<file path="src/tmr_pkg.sv">
// Package with constants and carrier types for the timer event and interrupt control block.
package tmr_pkg;

  // Bit positions of the nine DMA trigger sources.
  localparam int DMA_TIMEOUT_A = 0;
  localparam int DMA_CAPMATCH_A = 1;
  localparam int DMA_CAPEVENT_A = 2;
  localparam int DMA_RTC_A = 3;
  localparam int DMA_MODEMATCH_A = 4;
  localparam int DMA_TIMEOUT_B = 5;
  localparam int DMA_CAPMATCH_B = 6;
  localparam int DMA_CAPEVENT_B = 7;
  localparam int DMA_MODEMATCH_B = 8;
  localparam int NUM_SRC = 9;

  // Bit positions of the nine interrupt sources.
  localparam int IRQ_TIMEOUT_A = 0;
  localparam int IRQ_CAPMATCH_A = 1;
  localparam int IRQ_CAPEVENT_A = 2;
  localparam int IRQ_RTC_MATCH = 3;
  localparam int IRQ_DMA_DONE_A = 4;
  localparam int IRQ_TIMEOUT_B = 5;
  localparam int IRQ_CAPMATCH_B = 6;
  localparam int IRQ_CAPEVENT_B = 7;
  localparam int IRQ_DMA_DONE_B = 8;

  // Values after reset and counter widths.
  localparam logic [8:0] RST_MASK = 9'h000;
  localparam logic [31:0] RST_LOAD = 32'h0000_0000;
  localparam int CNT_W = 32;
  localparam int HALF_W = 16;

  // Timer configuration codes.
  typedef enum logic [2:0] {
    TMR_CFG_ONE_SHOT = 3'h0,
    TMR_CFG_PERIODIC = 3'h1,
    TMR_CFG_RTC = 3'h3,
    TMR_CFG_SPLIT = 3'h2
  } tmr_cfg_t;

  // Half select for load accesses.
  typedef struct packed {
    logic half_b;
    logic half_a;
  } tmr_sel_t;

  // A load write request.
  typedef struct packed {
    logic wr;
    tmr_sel_t sel;
    logic [CNT_W-1:0] value;
  } tmr_load_wr_t;

endpackage

</file>
<file path="src/tmr_evt_ctrl.sv">
// Top of the timer event, interrupt and DMA trigger control block.
// How it works
// Nine enabled events each start DMA sequence; the RTC event starts one only in RTC configuration.
// DMA trigger enable mask readable as word.
// Nine interrupt sources, each individually enabled.
// Only enabled sources drive processor interrupt.
// Clear mask deasserts selected sources until re-event.
// Raw and masked status share bit layout.
// Enables start and stop half A, B, both.
// Software configures a half before enabling it.
// Load write while counting goes in immediately.
// Last programmed load value reads back.
// Full-width uses half A load only.
// One-shot, periodic, RTC and split configurations.
// Event in clear cycle keeps source set.
`timescale 1ns/1ps
module tmr_evt_ctrl import tmr_pkg::*; (
  input wire logic i_mclk,
  input wire logic i_nrst,
  input wire tmr_cfg_t i_cfg,
  input wire logic i_periodic_b,
  input wire tmr_sel_t i_en_wr,
  input wire tmr_sel_t i_en_val,
  input wire tmr_load_wr_t i_load_wr,
  input wire logic i_load_rd_sel_b,
  input wire logic i_dma_mask_wr,
  input wire logic [8:0] i_dma_mask_val,
  input wire logic i_irq_en_wr,
  input wire logic [8:0] i_irq_en_val,
  input wire logic i_irq_clr_wr,
  input wire logic [8:0] i_irq_clr_val,
  input wire logic [8:0] i_evt,
  input wire logic i_rtc_evt,
  input wire logic i_dma_done_a,
  input wire logic i_dma_done_b,
  output logic [8:0] o_dma_mask,
  output logic [8:0] o_dma_start,
  output logic [8:0] o_irq_raw,
  output logic [8:0] o_irq_masked,
  output logic [8:0] o_irq_en,
  output logic o_irq,
  output logic [31:0] o_load_rd,
  output tmr_sel_t o_running
);

  ////////////////////////////////////////////////////////////////////////////
  // Configuration decode and half control.

  logic split;
  logic periodic_a;
  tmr_sel_t en_q;
  tmr_sel_t en_d;
  logic [CNT_W-1:0] load_a;
  logic [CNT_W-1:0] load_b;
  logic [CNT_W-1:0] cnt_a;
  logic [CNT_W-1:0] cnt_b;
  logic tmo_a;
  logic tmo_b;
  logic wr_a;
  logic wr_b;
  logic [CNT_W-1:0] wval_b;

  // RTC mode runs half A as a free periodic counter; full width never runs half B.
  assign split = (i_cfg == TMR_CFG_SPLIT);
  assign periodic_a = (i_cfg == TMR_CFG_PERIODIC) || (i_cfg == TMR_CFG_RTC) || split;
  assign en_d.half_a = i_en_wr.half_a ? i_en_val.half_a : en_q.half_a;
  assign en_d.half_b = (i_en_wr.half_b ? i_en_val.half_b : en_q.half_b) && split;
  assign wr_a = i_load_wr.wr && i_load_wr.sel.half_a;
  // Half B ignores load writes in full-width operation, so its field stays unused.
  assign wr_b = i_load_wr.wr && i_load_wr.sel.half_b && split;
  assign wval_b = {{(CNT_W-HALF_W){1'b0}}, i_load_wr.value[HALF_W-1:0]};

  // Enables are plain software state; software sets up the mode beforehand.
  always_ff @(posedge i_mclk) begin
    if (!i_nrst) begin
      en_q <= '0;
    end else begin
      en_q <= en_d;
    end
  end

  tmr_half #(.W(CNT_W)) u_half_a (
    .i_mclk(i_mclk),
    .i_nrst(i_nrst),
    .i_en(en_q.half_a),
    .i_periodic(periodic_a),
    .i_load_wr(wr_a),
    .i_load_val(i_load_wr.value),
    .o_load(load_a),
    .o_count(cnt_a),
    .o_timeout(tmo_a)
  );

  tmr_half #(.W(CNT_W)) u_half_b (
    .i_mclk(i_mclk),
    .i_nrst(i_nrst),
    .i_en(en_q.half_b),
    .i_periodic(i_periodic_b),
    .i_load_wr(wr_b),
    .i_load_val(wval_b),
    .o_load(load_b),
    .o_count(cnt_b),
    .o_timeout(tmo_b)
  );

  ////////////////////////////////////////////////////////////////////////////
  // Event collection.

  logic [8:0] dma_evt;
  logic [8:0] irq_evt;

  // External capture and match events join the internal timeouts.
  assign dma_evt = {i_evt[DMA_MODEMATCH_B], i_evt[DMA_CAPEVENT_B], i_evt[DMA_CAPMATCH_B], tmo_b,
                    i_evt[DMA_MODEMATCH_A], i_rtc_evt && (i_cfg == TMR_CFG_RTC),
                    i_evt[DMA_CAPEVENT_A], i_evt[DMA_CAPMATCH_A], tmo_a};
  assign irq_evt = {i_dma_done_b, i_evt[DMA_CAPEVENT_B], i_evt[DMA_CAPMATCH_B], tmo_b,
                    i_dma_done_a, i_rtc_evt, i_evt[DMA_CAPEVENT_A], i_evt[DMA_CAPMATCH_A], tmo_a};

  ////////////////////////////////////////////////////////////////////////////
  // DMA trigger mask and start pulses.

  logic [8:0] dma_mask_q;
  logic [8:0] dma_start_q;
  logic [8:0] dma_start_d;

  assign dma_start_d = dma_evt & dma_mask_q;

  always_ff @(posedge i_mclk) begin
    if (!i_nrst) begin
      dma_mask_q <= RST_MASK;
      dma_start_q <= '0;
    end else begin
      if (i_dma_mask_wr) begin
        dma_mask_q <= i_dma_mask_val;
      end
      dma_start_q <= dma_start_d;
    end
  end

  ////////////////////////////////////////////////////////////////////////////
  // Interrupt status, enable and output.

  logic [8:0] raw_q;
  logic [8:0] raw_d;
  logic [8:0] irq_en_q;
  logic [8:0] masked_d;
  logic [8:0] clr;

  assign clr = i_irq_clr_wr ? i_irq_clr_val : 9'h000;
  // The new event wins over a clear in the same cycle so it is never dropped.
  assign raw_d = (raw_q & ~clr) | irq_evt;
  assign masked_d = raw_d & (i_irq_en_wr ? i_irq_en_val : irq_en_q);

  always_ff @(posedge i_mclk) begin
    if (!i_nrst) begin
      raw_q <= '0;
      irq_en_q <= RST_MASK;
      o_irq_masked <= '0;
      o_irq <= 1'b0;
    end else begin
      raw_q <= raw_d;
      if (i_irq_en_wr) begin
        irq_en_q <= i_irq_en_val;
      end
      o_irq_masked <= masked_d;
      o_irq <= |masked_d;
    end
  end

  ////////////////////////////////////////////////////////////////////////////
  // Readback registers.

  always_ff @(posedge i_mclk) begin
    if (!i_nrst) begin
      o_load_rd <= RST_LOAD;
    end else begin
      o_load_rd <= (i_load_rd_sel_b && split) ? load_b : load_a;
    end
  end

  assign o_dma_mask = dma_mask_q;
  assign o_dma_start = dma_start_q;
  assign o_irq_raw = raw_q;
  assign o_irq_en = irq_en_q;
  assign o_running = en_q;
endmodule

</file>
<file path="src/tmr_half.sv">
// One timer half: counter with immediate load transfer and timeout event.
`timescale 1ns/1ps
module tmr_half import tmr_pkg::*; #(
  parameter int W = CNT_W
) (
  input wire logic i_mclk,
  input wire logic i_nrst,
  input wire logic i_en,
  input wire logic i_periodic,
  input wire logic i_load_wr,
  input wire logic [W-1:0] i_load_val,
  output logic [W-1:0] o_load,
  output logic [W-1:0] o_count,
  output logic o_timeout
);

  logic [W-1:0] load_q;
  logic [W-1:0] cnt_q;
  logic [W-1:0] cnt_d;
  logic tmo_q;
  logic at_zero;
  logic running;

  // A one-shot half stops after its timeout until it is enabled again.
  logic done_q;
  assign at_zero = (cnt_q == '0);
  assign running = i_en && !done_q;

  // A new load goes straight into the counter so a long interval never delays the change.
  assign cnt_d = i_load_wr ? i_load_val :
                 !running ? cnt_q :
                 at_zero ? load_q :
                 cnt_q - W'(1);

  // Counter, reload register and timeout pulse.
  always_ff @(posedge i_mclk) begin
    if (!i_nrst) begin
      load_q <= '0;
      cnt_q <= '0;
      tmo_q <= 1'b0;
      done_q <= 1'b0;
    end else begin
      if (i_load_wr) begin
        load_q <= i_load_val;
      end
      cnt_q <= cnt_d;
      tmo_q <= running && at_zero && !i_load_wr;
      if (!i_en) begin
        done_q <= 1'b0;
      end else if (running && at_zero && !i_load_wr && !i_periodic) begin
        done_q <= 1'b1;
      end
    end
  end

  assign o_load = load_q;
  assign o_count = cnt_q;
  assign o_timeout = tmo_q;
endmodule

</file>
<file path="config.mk">
export PLATFORM = sky130hd
export DESIGN_NAME = tmr_evt_ctrl
export DESIGN_NICKNAME = d
export VERILOG_FILES = /design/src/tmr_pkg.sv /design/src/tmr_evt_ctrl.sv /design/src/tmr_half.sv
export SDC_FILE = /design/constraint.sdc
export NUM_CORES = 1
export LEC_CHECK = 0
export ABC_CLOCK_PERIOD_IN_PS = 4100
export BUFFER_PORTS_ARGS = -buffer_cell sky130_fd_sc_hd__buf_4
export CORE_UTILIZATION = 45
export CTS_BUF_LIST = sky130_fd_sc_hd__clkbuf_2 sky130_fd_sc_hd__clkbuf_4 sky130_fd_sc_hd__clkbuf_8
export DETAILED_ROUTE_END_ITERATION = 10
export PLACE_DENSITY = 0.67
export SETUP_SLACK_MARGIN = 0.2
export SLEW_MARGIN = 5
export SYNTH_ARGS = -nofsm -noshare
export SYNTH_HDL_FRONTEND = slang
export SYNTH_SLANG_ARGS = --single-unit
export TNS_END_PERCENT = 50
</file>
<file path="constraint.sdc">
create_clock -name i_mclk -period 4.1 [get_ports i_mclk]
set_input_delay 0.82 -clock i_mclk [delete_from_list [all_inputs] [get_ports i_mclk]]
set_output_delay 0.82 -clock i_mclk [all_outputs]
set_load 0.03 [all_outputs]
</file>
==> impl_results.md, run 1 <==
- # H-tree levels: 4
- Buf/Inv on CP: 1
- Via/cell ratio: 5.74
- Starting Density: 0.464
- Fraction of layout cells with a size suffix above 1: 0.199
- Run status: finished clean
- Area after DPL: 10200 µm²
- Root buf cell: clkbuf_8
- Flops & latches, synth: 196
- Worst vdd ir: 0.206 mV
- RSZ-0062 raised after global routing: no
- Cts repair resizes: 0
- Syn Area/Cell: 8.24 µm²
- Synth Instances: 1064
- Remaining Overflow, GRT: 0
- Register area: 3920 µm²
- Vias in the first global route: 7484
- Delay-heaviest family, CP: simple AND/OR/NAND/NOR gates
- Total CTS buffers: 17
- XOR/XNOR share of the synthesized area: 0.0319
- Setup Fix Bufs, Post-CTS: 0
- Die Ht: 142 µm
- Synth Area in Compound Gates: 0.173
- Clk sinks: 196
- Routed length per placed instance: 17.6 µm
- DRC: 0
- Most used cell along the critical path: nor4_2
- Fin. max-slew vios: 0
- Async SR Flop Fraction: 0
- Max cap viols: 0
- Ys Warns: 0
- Vias: 8414
- CP Launch Type: flip-flop
- Initial antenna violation count: 0
- Largest family of logic cells by synthesized area: simple AND/OR/NAND/NOR gates
- CTS max path bufs: 2
- Die area: 20100 µm²
- Crit path to: u_half_a.o_count[23]
- Synth Flop Type: dfxtp_1
- HPWL Detailed: 17.9 mm
- Clock tree from TritonCTS: built
- R2r endpoint: u_half_a.o_count[23]
- Core Footprint: 18900 µm²
- Synthesized-area fraction occupied by adder cells: 0.00571
- Setup crit start: u_half_a.o_count[9]
- Tcrit/Tclk final: 0.796
- Leakage: 4.37 nW
- Setup Crit Path Kind: reg2reg
- Max incr delay on CP: 0.79 ns
- Number of routed nets with antenna violations: 0
- Hold_buf cts: 0
- Top cell type's share of synthesized area: 0.447
- Min Hold Slack: 0.474 ns
- Clock skew: 0.0139 ns
- Slew margin rel.: 0.316
- Distinct cells, synth: 61
- Post-route design area: 10600 µm²
- Top cells by count, synth: dfxtp_1, nand2_1, a21oi_1, nor2_1, clkbuf_1
- Largest net degree at the start of global routing: 70
- Pwr per Cell Area: 396 nW/µm²
- Num ports: 168
- Critical Path RT: 4.46 ns
- # setup viols final: 0
- Critical Path Fanout Max: 14
- First-pass iteration count of the detailed router: 5
- Area Growth Syn to Fin: 20.7%
- Multi-input gate area: 4510 µm²
- Post-synth EDFFs: 0
- Clk slew on worst S/H paths: 0.10 ns
- Die X: 142 µm
- Setup TNS: 0 ns
- Total wire length: 25.7 mm
- Worst-margin pin slew: 1.02 ns
- CP Capture Type: flip-flop
- Crit path DAT: 3.62 ns
- First-pass GRT wire length: 39.8 mm
- Worst hold path class: reg2reg
- Num rows: 50
- Fraction of the mapped netlist area in simple logic gates: 0.259
- Biggest area consumer among synthesized cells: dfxtp_1
- Diodes inserted: 0
- Post-Syn Area: 8770 µm²
- Total track usage: 0.254
- Top-count cell post-synth: dfxtp_1
- Final GP Congestion: 0.868
- RR Startpoint: u_half_a.o_count[9]
- Filler instances: 1805
- Worst path depth: 6
- Final min period: 3.26 ns
- DRT iter0 DRCs: 603
- Multiplexer share of the synthesized area: 0.0436
- Slowest CP cell: nor4_2
- PortBufs: 164
- Clk_lat worst skew: 0.47 ns
- Nets: 1284
- R2R Setup Slk: 0.84 ns
- FF-to-FF path depth: 6
- Final hold violations: 0
- Mapped Nets: 1156
- Synth top area cells: dfxtp_1, nand2_1, a21oi_1, mux2i_1, nor2_1
- Post-synthesis sequential area ratio: 0.447
- Fmax: 306 MHz
- Critical-path cell list: nor4_2 > nand4_1 > nor4_2 > buf_4 > a2111oi_0 > nor4_1
==> per-stage QoR <==
step	utilization	power (mW)	instances	setup slack, ns
finish	0.560	4.19	1465	0.837
global placement	0.539	2.94	1433	0.903
global route	0.560	4.37	1465	0.509
CTS	0.560	4.21	1465	0.845
detailed placement	0.539	2.95	1433	0.862
floorplan	-	2.67	1064	1.47
==> worst register-to-register path: stages (launching register included) <==
cell       delay, ns
dfxtp_1         0.37
nor4_2          0.61
nand4_1         0.64
nor4_2          0.80
buf_4           0.35
a2111oi_0       0.10
nor4_1          0.30
==> layer usage <==
metal	track usage	wire, µm
met3	0.0449	1980
met5	0	0
met4	0.0843	465
met1	0.342	11500
met2	0.409	11800
==> sequential cells by signal, indices dropped and copies added, names as in the netlist <==
signal              count
o_running               2
o_irq_en                9
u_half_a.o_load        32
u_half_a.o_count       32
o_irq_masked            9
o_dma_start             9
u_half_b.done_q         1
o_irq                   1
o_irq_raw               9
u_half_a.o_timeout      1
u_half_b.o_load        16
u_half_b.o_count       32
u_half_a.done_q         1
o_dma_mask              9
u_half_b.o_timeout      1
o_load_rd              32
==> where the power goes <==
group | internal (mW) | switching [mW]
Clock | 0.582 | 0.686
Sequential | 1.98 | 0.0785
Combinational | 0.337 | 0.518
Total | 2.90 | 1.28
==> layout by cell type (no fill, tap or decap), drive strengths merged, types with 6 or more instances in the layout <==
cell type / n
a211oi: 8
a21oi: 105
a22oi: 7
a31oi: 13
and2: 6
and3: 32
buf: 184
clkbuf: 21
clkinv: 7
dfxtp: 196
inv: 12
mux2: 7
mux2i: 30
nand2: 176
nand3: 25
nand4: 12
nor2: 79
nor3: 47
nor4: 31
o211ai: 20
o21ai: 24
o221ai: 11
o22ai: 10
or3: 21
or4: 13
xnor2: 26
xor2: 6
==> worst min path at each step <==
stage	cells after the start	startpoint	slack [ns]	end
3_3_place_gp	2	u_half_a.o_load[20]	0.44	u_half_a.o_load[20]
4_1_cts	2	u_half_a.o_load[20]	0.47	u_half_a.o_load[20]
3_5_place_dp	2	u_half_a.o_load[20]	0.46	u_half_a.o_load[20]
5_1_grt	2	u_half_a.o_load[8]	0.50	o_load_rd[8]
6_report	2	u_half_a.o_load[20]	0.47	u_half_a.o_load[20]
2_1_floorplan	2	u_half_a.o_load[20]	0.43	o_load_rd[20]
==> area by class of cell <==
cell class                      count  area share
Clock buffer                       21      0.0255
Clock inverter                     11      0.0122
Timing Repair Buffer              184       0.130
Inverter                           12     0.00437
Sequential cell                   196       0.371
Tap cell                          260      0.0307
Multi-Input combinational cell    781       0.426
==> logic make-up (layout without fill, tap and decap cells) <==
family                   Yosys count  after routing
XOR/XNOR                          32             32
flip-flops                       196            196
adder cells (fa/ha/maj)            4              4
AND/OR/NAND/NOR                  468            468
buffers and inverters             87            228
AO/OA/AOI/OAI                    240            240
multiplexers                      37             37
No activity file was read; power rests on OpenSTA's default activity.
==> run 2, diff against run 1 <==
- ABC_CLOCK_PERIOD_IN_PS: 4100 -> 2600
- PLACE_DENSITY: 0.67 -> 0.7
- clock period: 4.1 -> 2.6 ns (I/O delays scaled with it)
==> impl_results.md, run 2 (synthesis results as in run 1) <==
- Run status: finished clean
- Sequential power share: 0.468
- Cell internal pwr: 4.69 mW
- Fmax: 390 MHz
- HPWL Detailed: 19.3 mm
- Pwr per Cell Area: 614 nW/µm²
- Root buf cell: clkbuf_8
- Die Ht: 142 µm
- FF-to-FF path depth: 6
- # setup viols final: 0
- Slowest CP cell: or4_4
- Clock skew: 0.0106 ns
- PortBufs: 164
- Remaining Overflow, GRT: 0
- DRT iter0 DRCs: 700
- Number of routed nets with antenna violations: 0
- Switch Pwr: 2.24 mW
- Total track usage: 0.265
- Most used cell along the critical path: or4_4
- Crit path DAT: 2.90 ns
- Clk sinks: 196
- Hold Path Depth: 2
- Num ports: 168
- # H-tree levels: 4
- Fin cells: 1521
- WHS Endpoint: o_dma_start[3]
- Post-placement cell count: 1477
- Hold_buf cts: 0
- Tcrit/Tclk final: 0.987
- Total CTS buffers: 17
- Die X: 142 µm
- Vias: 8698
- Setup Crit Path Kind: reg2reg
- Register area: 3930 µm²
- Clk slew on worst S/H paths: 0.11 ns
- Clock tree from TritonCTS: built
- RSZ-0062 raised after global routing: yes
- CTS max path bufs: 2
- Critical Path RT: 2.93 ns
- Clock Power Share: 0.290
- DRC: 0
- RR Startpoint: u_half_b.o_count[18]
- Worst-margin pin slew: 0.729 ns
- Diodes inserted: 0
- Post-route design area: 11300 µm²
- First-pass GRT wire length: 41.4 mm
- Fin. max-slew vios: 0
- Leakage: 4.72 nW
- Max cap viols: 0
- Fraction of layout cells with a size suffix above 1: 0.255
- First-pass iteration count of the detailed router: 5
- Initial antenna violation count: 0
- Multi-input gate area: 4640 µm²
- Area Growth Syn to Fin: 28.6%
- Nets: 1340
- R2R Setup Slk: 0.03 ns
- Clk_lat worst skew: 0.47 ns
- Most common library cell in the layout ignoring fill and taps: buf_4
- Core Footprint: 18900 µm²
- Total wire length: 27.2 mm
- Comb power frac: 0.242
- Via/cell ratio: 5.72
- Critical-path cell list: or4_4 > or4b_4 > or4_4 > bufbuf_16 > mux2i_2 > o22ai_1
- Area after DPL: 10500 µm²
- R2r endpoint: u_half_b.o_count[9]
- Hold path start: i_cfg[2]
- Final hold violations: 0
- Critical Path Fanout Max: 5
- Pwr Total: 6.93 mW
- Slew margin rel.: 0.509
- Die area: 20100 µm²
- Worst vdd ir: 0.302 mV
- Routed length per placed instance: 17.9 µm
- Vias in the first global route: 7727
- CP Capture Type: flip-flop
- Net Sw Frac: 0.323
- Setup TNS: 0 ns
- Most frequent cells in the layout: buf_4, dfxtp_1, nand2_1
- Max incr delay on CP: 0.53 ns
- Num rows: 50
- Largest net degree at the start of global routing: 59
- Starting Density: 0.464
- Final min period: 2.57 ns
- Worst hold path class: in2reg
- CP Launch Type: flip-flop
- Filler instances: 1746
- Min Hold Slack: 0.208 ns
- Final GP Congestion: 0.891
[run 2: changes by cell type in the layout (fill, tap and decap cells not counted), sizes merged]
cell | previous run | this run
inv | 12 | 20
clkbuf | 21 | 19
buf | 184 | 237
clkinvlp | 2 | 1
bufinv | 2 | 1
clkinv | 7 | 5
bufbuf | 0 | 1
[run 2: final cells by class]
class,instances,area share
Clock buffer,17,0.0207
Tap cell,260,0.0288
Timing Repair Buffer,240,0.172
Inverter,12,0.00410
Sequential cell,196,0.348
Clock inverter,15,0.0145
Multi-Input combinational cell,781,0.412
[run 2: critical path, delay by kind of cell (launching register included)]
| kind | cells | cell delay [ns] |
|---|---|---|
| DFF | 1 | 0.33 |
| and+or+nand+nor | 3 | 1.54 |
| AOI/OAI and AO/OA | 1 | 0.09 |
| muxes | 1 | 0.17 |
| buffers and inverters | 1 | 0.30 |
[run 2: repair_timing]
item | in CTS | in global routing
gates resized for setup | 12 | 29
setup buffers | 0 | 9
setup endpoints to repair | 30 | 52
pin swaps | 3 | 10
cloned | 1 | 2
[run 2: how the worst max path moves through the flow]
stage | startpoint | to | slack [ns] | cells after the start
finish | u_half_b.o_count[18] | u_half_b.o_count[9] | 0.03 | 6
global route | u_half_b.o_count[18] | u_half_b.o_count[9] | -0.02 | 6
CTS | u_half_b.o_count[18] | u_half_b.o_count[8] | 0.07 | 6
detailed placement | u_half_b.o_count[18] | u_half_b.o_count[8] | 0.0006 | 6
global placement | u_half_b.o_count[18] | u_half_b.o_count[8] | 0.03 | 6
floorplan | u_half_a.o_count[0] | u_half_a.o_count[13] | 0.07 | 9
[run 2: through the flow]
step	setup slack, ns	utilization
6_report	0.0339	0.597
5_1_grt	-0.0161	0.597
4_1_cts	0.0675	0.584
3_5_place_dp	0.000586	0.558
3_3_place_gp	0.0274	0.558
2_1_floorplan	0.0671	-
[run 2: routing by layer]
layer | vias to the layer above | part of all wire | wire (µm) | track usage
met5 | - | 0 | 0 | 0
met2 | 398 | 0.47 | 12700 | 0.430
met4 | 0 | 0.015 | 407 | 0.0900
li1 | 4195 | - | - | -
met1 | 4075 | 0.44 | 11900 | 0.356
met3 | 30 | 0.082 | 2230 | 0.0462
[run 2: power by group through the flow]
| stage | sequential [mW] | combinational (mW) | clock, mW |
|---|---|---|---|
| floorplan | 3.38 | 0.851 | 0 |
| global placement | 3.30 | 1.45 | 0 |
| detailed placement | 3.31 | 1.47 | 0 |
| CTS | 3.24 | 1.55 | 2.05 |
| global route | 3.26 | 1.80 | 2.16 |
| finish | 3.24 | 1.68 | 2.01 |
==> run 3, diff against run 2 <==
- ABC_AREA: unset -> 1
- PLACE_DENSITY: 0.7 -> 0.69
==> impl_results.md, run 3 <==
- Initial antenna violation count: 0
- Final min period: 1.98 ns
- R2r endpoint: u_half_b.o_count[21]
- First-pass iteration count of the detailed router: 7
- Starting Density: 0.465
- Fraction of layout cells with a size suffix above 1: 0.182
- Clk sinks: 196
- Largest net degree at the start of global routing: 96
- Biggest area consumer among synthesized cells: dfxtp_1
- Nets: 1634
- CP Capture Type: flip-flop
- Min Hold Slack: 0.219 ns
- Post-Syn Area: 9520 µm²
- Switch Pwr: 2.39 mW
- Worst path depth: 9
- DRT iter0 DRCs: 632
- Net Sw Frac: 0.351
- Final hold violations: 0
- Distinct cells, synth: 42
- Highest Signal Layer: met4
- Area Growth Syn to Fin: 19.5%
- Root buf cell: clkbuf_8
- DRC: 0
- Area after DPL: 11000 µm²
- Setup Crit Path Kind: reg2reg
- Post-synth EDFFs: 0
- HPWL Detailed: 19.4 mm
- Ys Warns: 0
- R2R Setup Slk: 0.62 ns
- Met2 wire length: 11.6 mm
- Top-count cell post-synth: nand2_1
- # setup viols final: 0
- Total wire length: 26.2 mm
- Buf/Inv on CP: 1
- Synth Instances: 1396
- RR Startpoint: u_half_b.o_count[0]
- Fmax: 504 MHz
- Die X: 147 µm
- Crit path to: u_half_b.o_count[21]
- Via/cell ratio: 5.03
- Most frequent cells in the layout: nand2_1, dfxtp_1, nor2_1
- Worst hold path class: in2reg
- DR WL met3: 1.55 mm
- Most common library cell in the layout ignoring fill and taps: nand2_1
- # H-tree levels: 4
- Diodes inserted: 0
- Leakage: 5.39 nW
- Vias in the first global route: 8192
- Fin util: 0.555
- Top cell type's share of synthesized area: 0.412
- Max cap viols: 0
- First-pass GRT wire length: 41.9 mm
- Pwr per Cell Area: 597 nW/µm²
- Mapped Nets: 1488
- Remaining Overflow, GRT: 0
- Fin. max-slew vios: 0
- Worst-margin pin slew: 0.565 ns
- Sum of routed wire segments on met1: 12.6 mm
- Critical-path cell list: inv_1 > ha_1 > nand2_1 > nor2_2 > nand2_2 > nor2_8 > nand2_4 > o21ai_2 > nor3b_1
- Critical Path RT: 2.94 ns
- Comb power frac: 0.224
- Slew margin rel.: 0.622
- Cts repair resizes: 0
- Setup Fix Bufs, Post-CTS: 0
- Routed length per placed instance: 14.3 µm
- Run status: finished clean
- Total CTS buffers: 17
- Max incr delay on CP: 0.46 ns
- Slowest CP cell: o21ai_2
- Vias: 9182
- Hold_buf cts: 0
- Post-synthesis sequential area ratio: 0.412
- Num ports: 168
- Async SR Flop Fraction: 0
- Final GP Congestion: 0.897
- Clock skew: 0.0217 ns
- Worst vdd ir: 0.318 mV
- Top cells by count, synth: nand2_1, dfxtp_1, nor2_1, inv_1, a21oi_1
- Cell internal pwr: 4.41 mW
- Synth Flop Type: dfxtp_1
- Dpl ws: 0.373 ns
- Die area: 21800 µm²
- Syn Area/Cell: 6.82 µm²
- Die Ht: 147 µm
- Setup TNS: 0 ns
- Post-route design area: 11400 µm²
- Critical Path Fanout Max: 18
- Crit path DAT: 2.33 ns
- Final worst setup slack: 0.615 ns
- Total track usage: 0.241
- Num rows: 52
- Tcrit/Tclk final: 0.763
- RSZ-0062 raised after global routing: no
- Sequential power share: 0.480
- CTS max path bufs: 2
- Core Footprint: 20500 µm²
- Setup crit start: u_half_b.o_count[0]
- PortBufs: 164
- Synth top area cells: dfxtp_1, nand2_1, nor2_1, inv_1, a21oi_1
- Delay-heaviest family, CP: simple AND/OR/NAND/NOR gates
- Clock tree from TritonCTS: built
- Clk_lat worst skew: 0.49 ns
- CP Launch Type: flip-flop
- FF-to-FF path depth: 9
- Flops & latches, synth: 196
- Clk slew on worst S/H paths: 0.12 ns
- Clock Power Share: 0.296
- Number of routed nets with antenna violations: 0
==> run 3: per-layer routing <==
layer | track usage | vias to the layer above
li1 | - | 4706
met1 | 0.345 | 4159
met2 | 0.374 | 290
met3 | 0.0361 | 27
met4 | 0.0686 | 0
met5 | 0 | -
==> run 3: metrics by stage <==
stage | instances | total power [mW]
after detailed placement | 1793 | 4.84
final | 1825 | 6.80
after global placement | 1793 | 4.82
after floorplan | 1396 | 4.36
after CTS | 1825 | 6.84
after global routing | 1825 | 7.15
==> run 3: area by class of cell <==
cell class | count | area (µm²)
multi-input combinational | 959 | 4630
clock buffer | 17 | 234
tap | 270 | 338
clock inverter | 15 | 179
fill | 2027 | 9110
sequential | 196 | 3920
inverter | 190 | 718
timing repair buffer | 178 | 1360
==> run 3: worst min path at each step <==
stage	from	endpoint	slack (ns)	cells after the start
floorplan	u_half_a.o_load[16]	o_load_rd[16]	0.41	2
global placement	u_half_a.o_load[22]	o_load_rd[22]	0.41	2
detailed placement	u_half_a.o_load[22]	o_load_rd[22]	0.42	2
CTS	i_en_wr[0]	o_running[0]	0.20	2
global route	i_en_wr[0]	o_running[0]	0.23	2
finish	i_en_wr[0]	o_running[0]	0.22	2
==> run 3: cell families after synthesis <==
family	synth area share
multiplexers	0.00105
XOR/XNOR	0.0184
adder cells (fa/ha/maj)	0.00526
buffers and inverters	0.102
flip-flops	0.412
AND/OR/NAND/NOR	0.332
AO/OA/AOI/OAI	0.130
==> run 3: power groups by stage <==
stage / clock [mW] / combinational [mW] / sequential [mW]
after global placement: 0 / 1.49 / 3.33
after floorplan: 0 / 0.957 / 3.41
final: 2.02 / 1.52 / 3.26
after global routing: 2.18 / 1.69 / 3.28
after detailed placement: 0 / 1.51 / 3.33
after CTS: 2.06 / 1.52 / 3.26
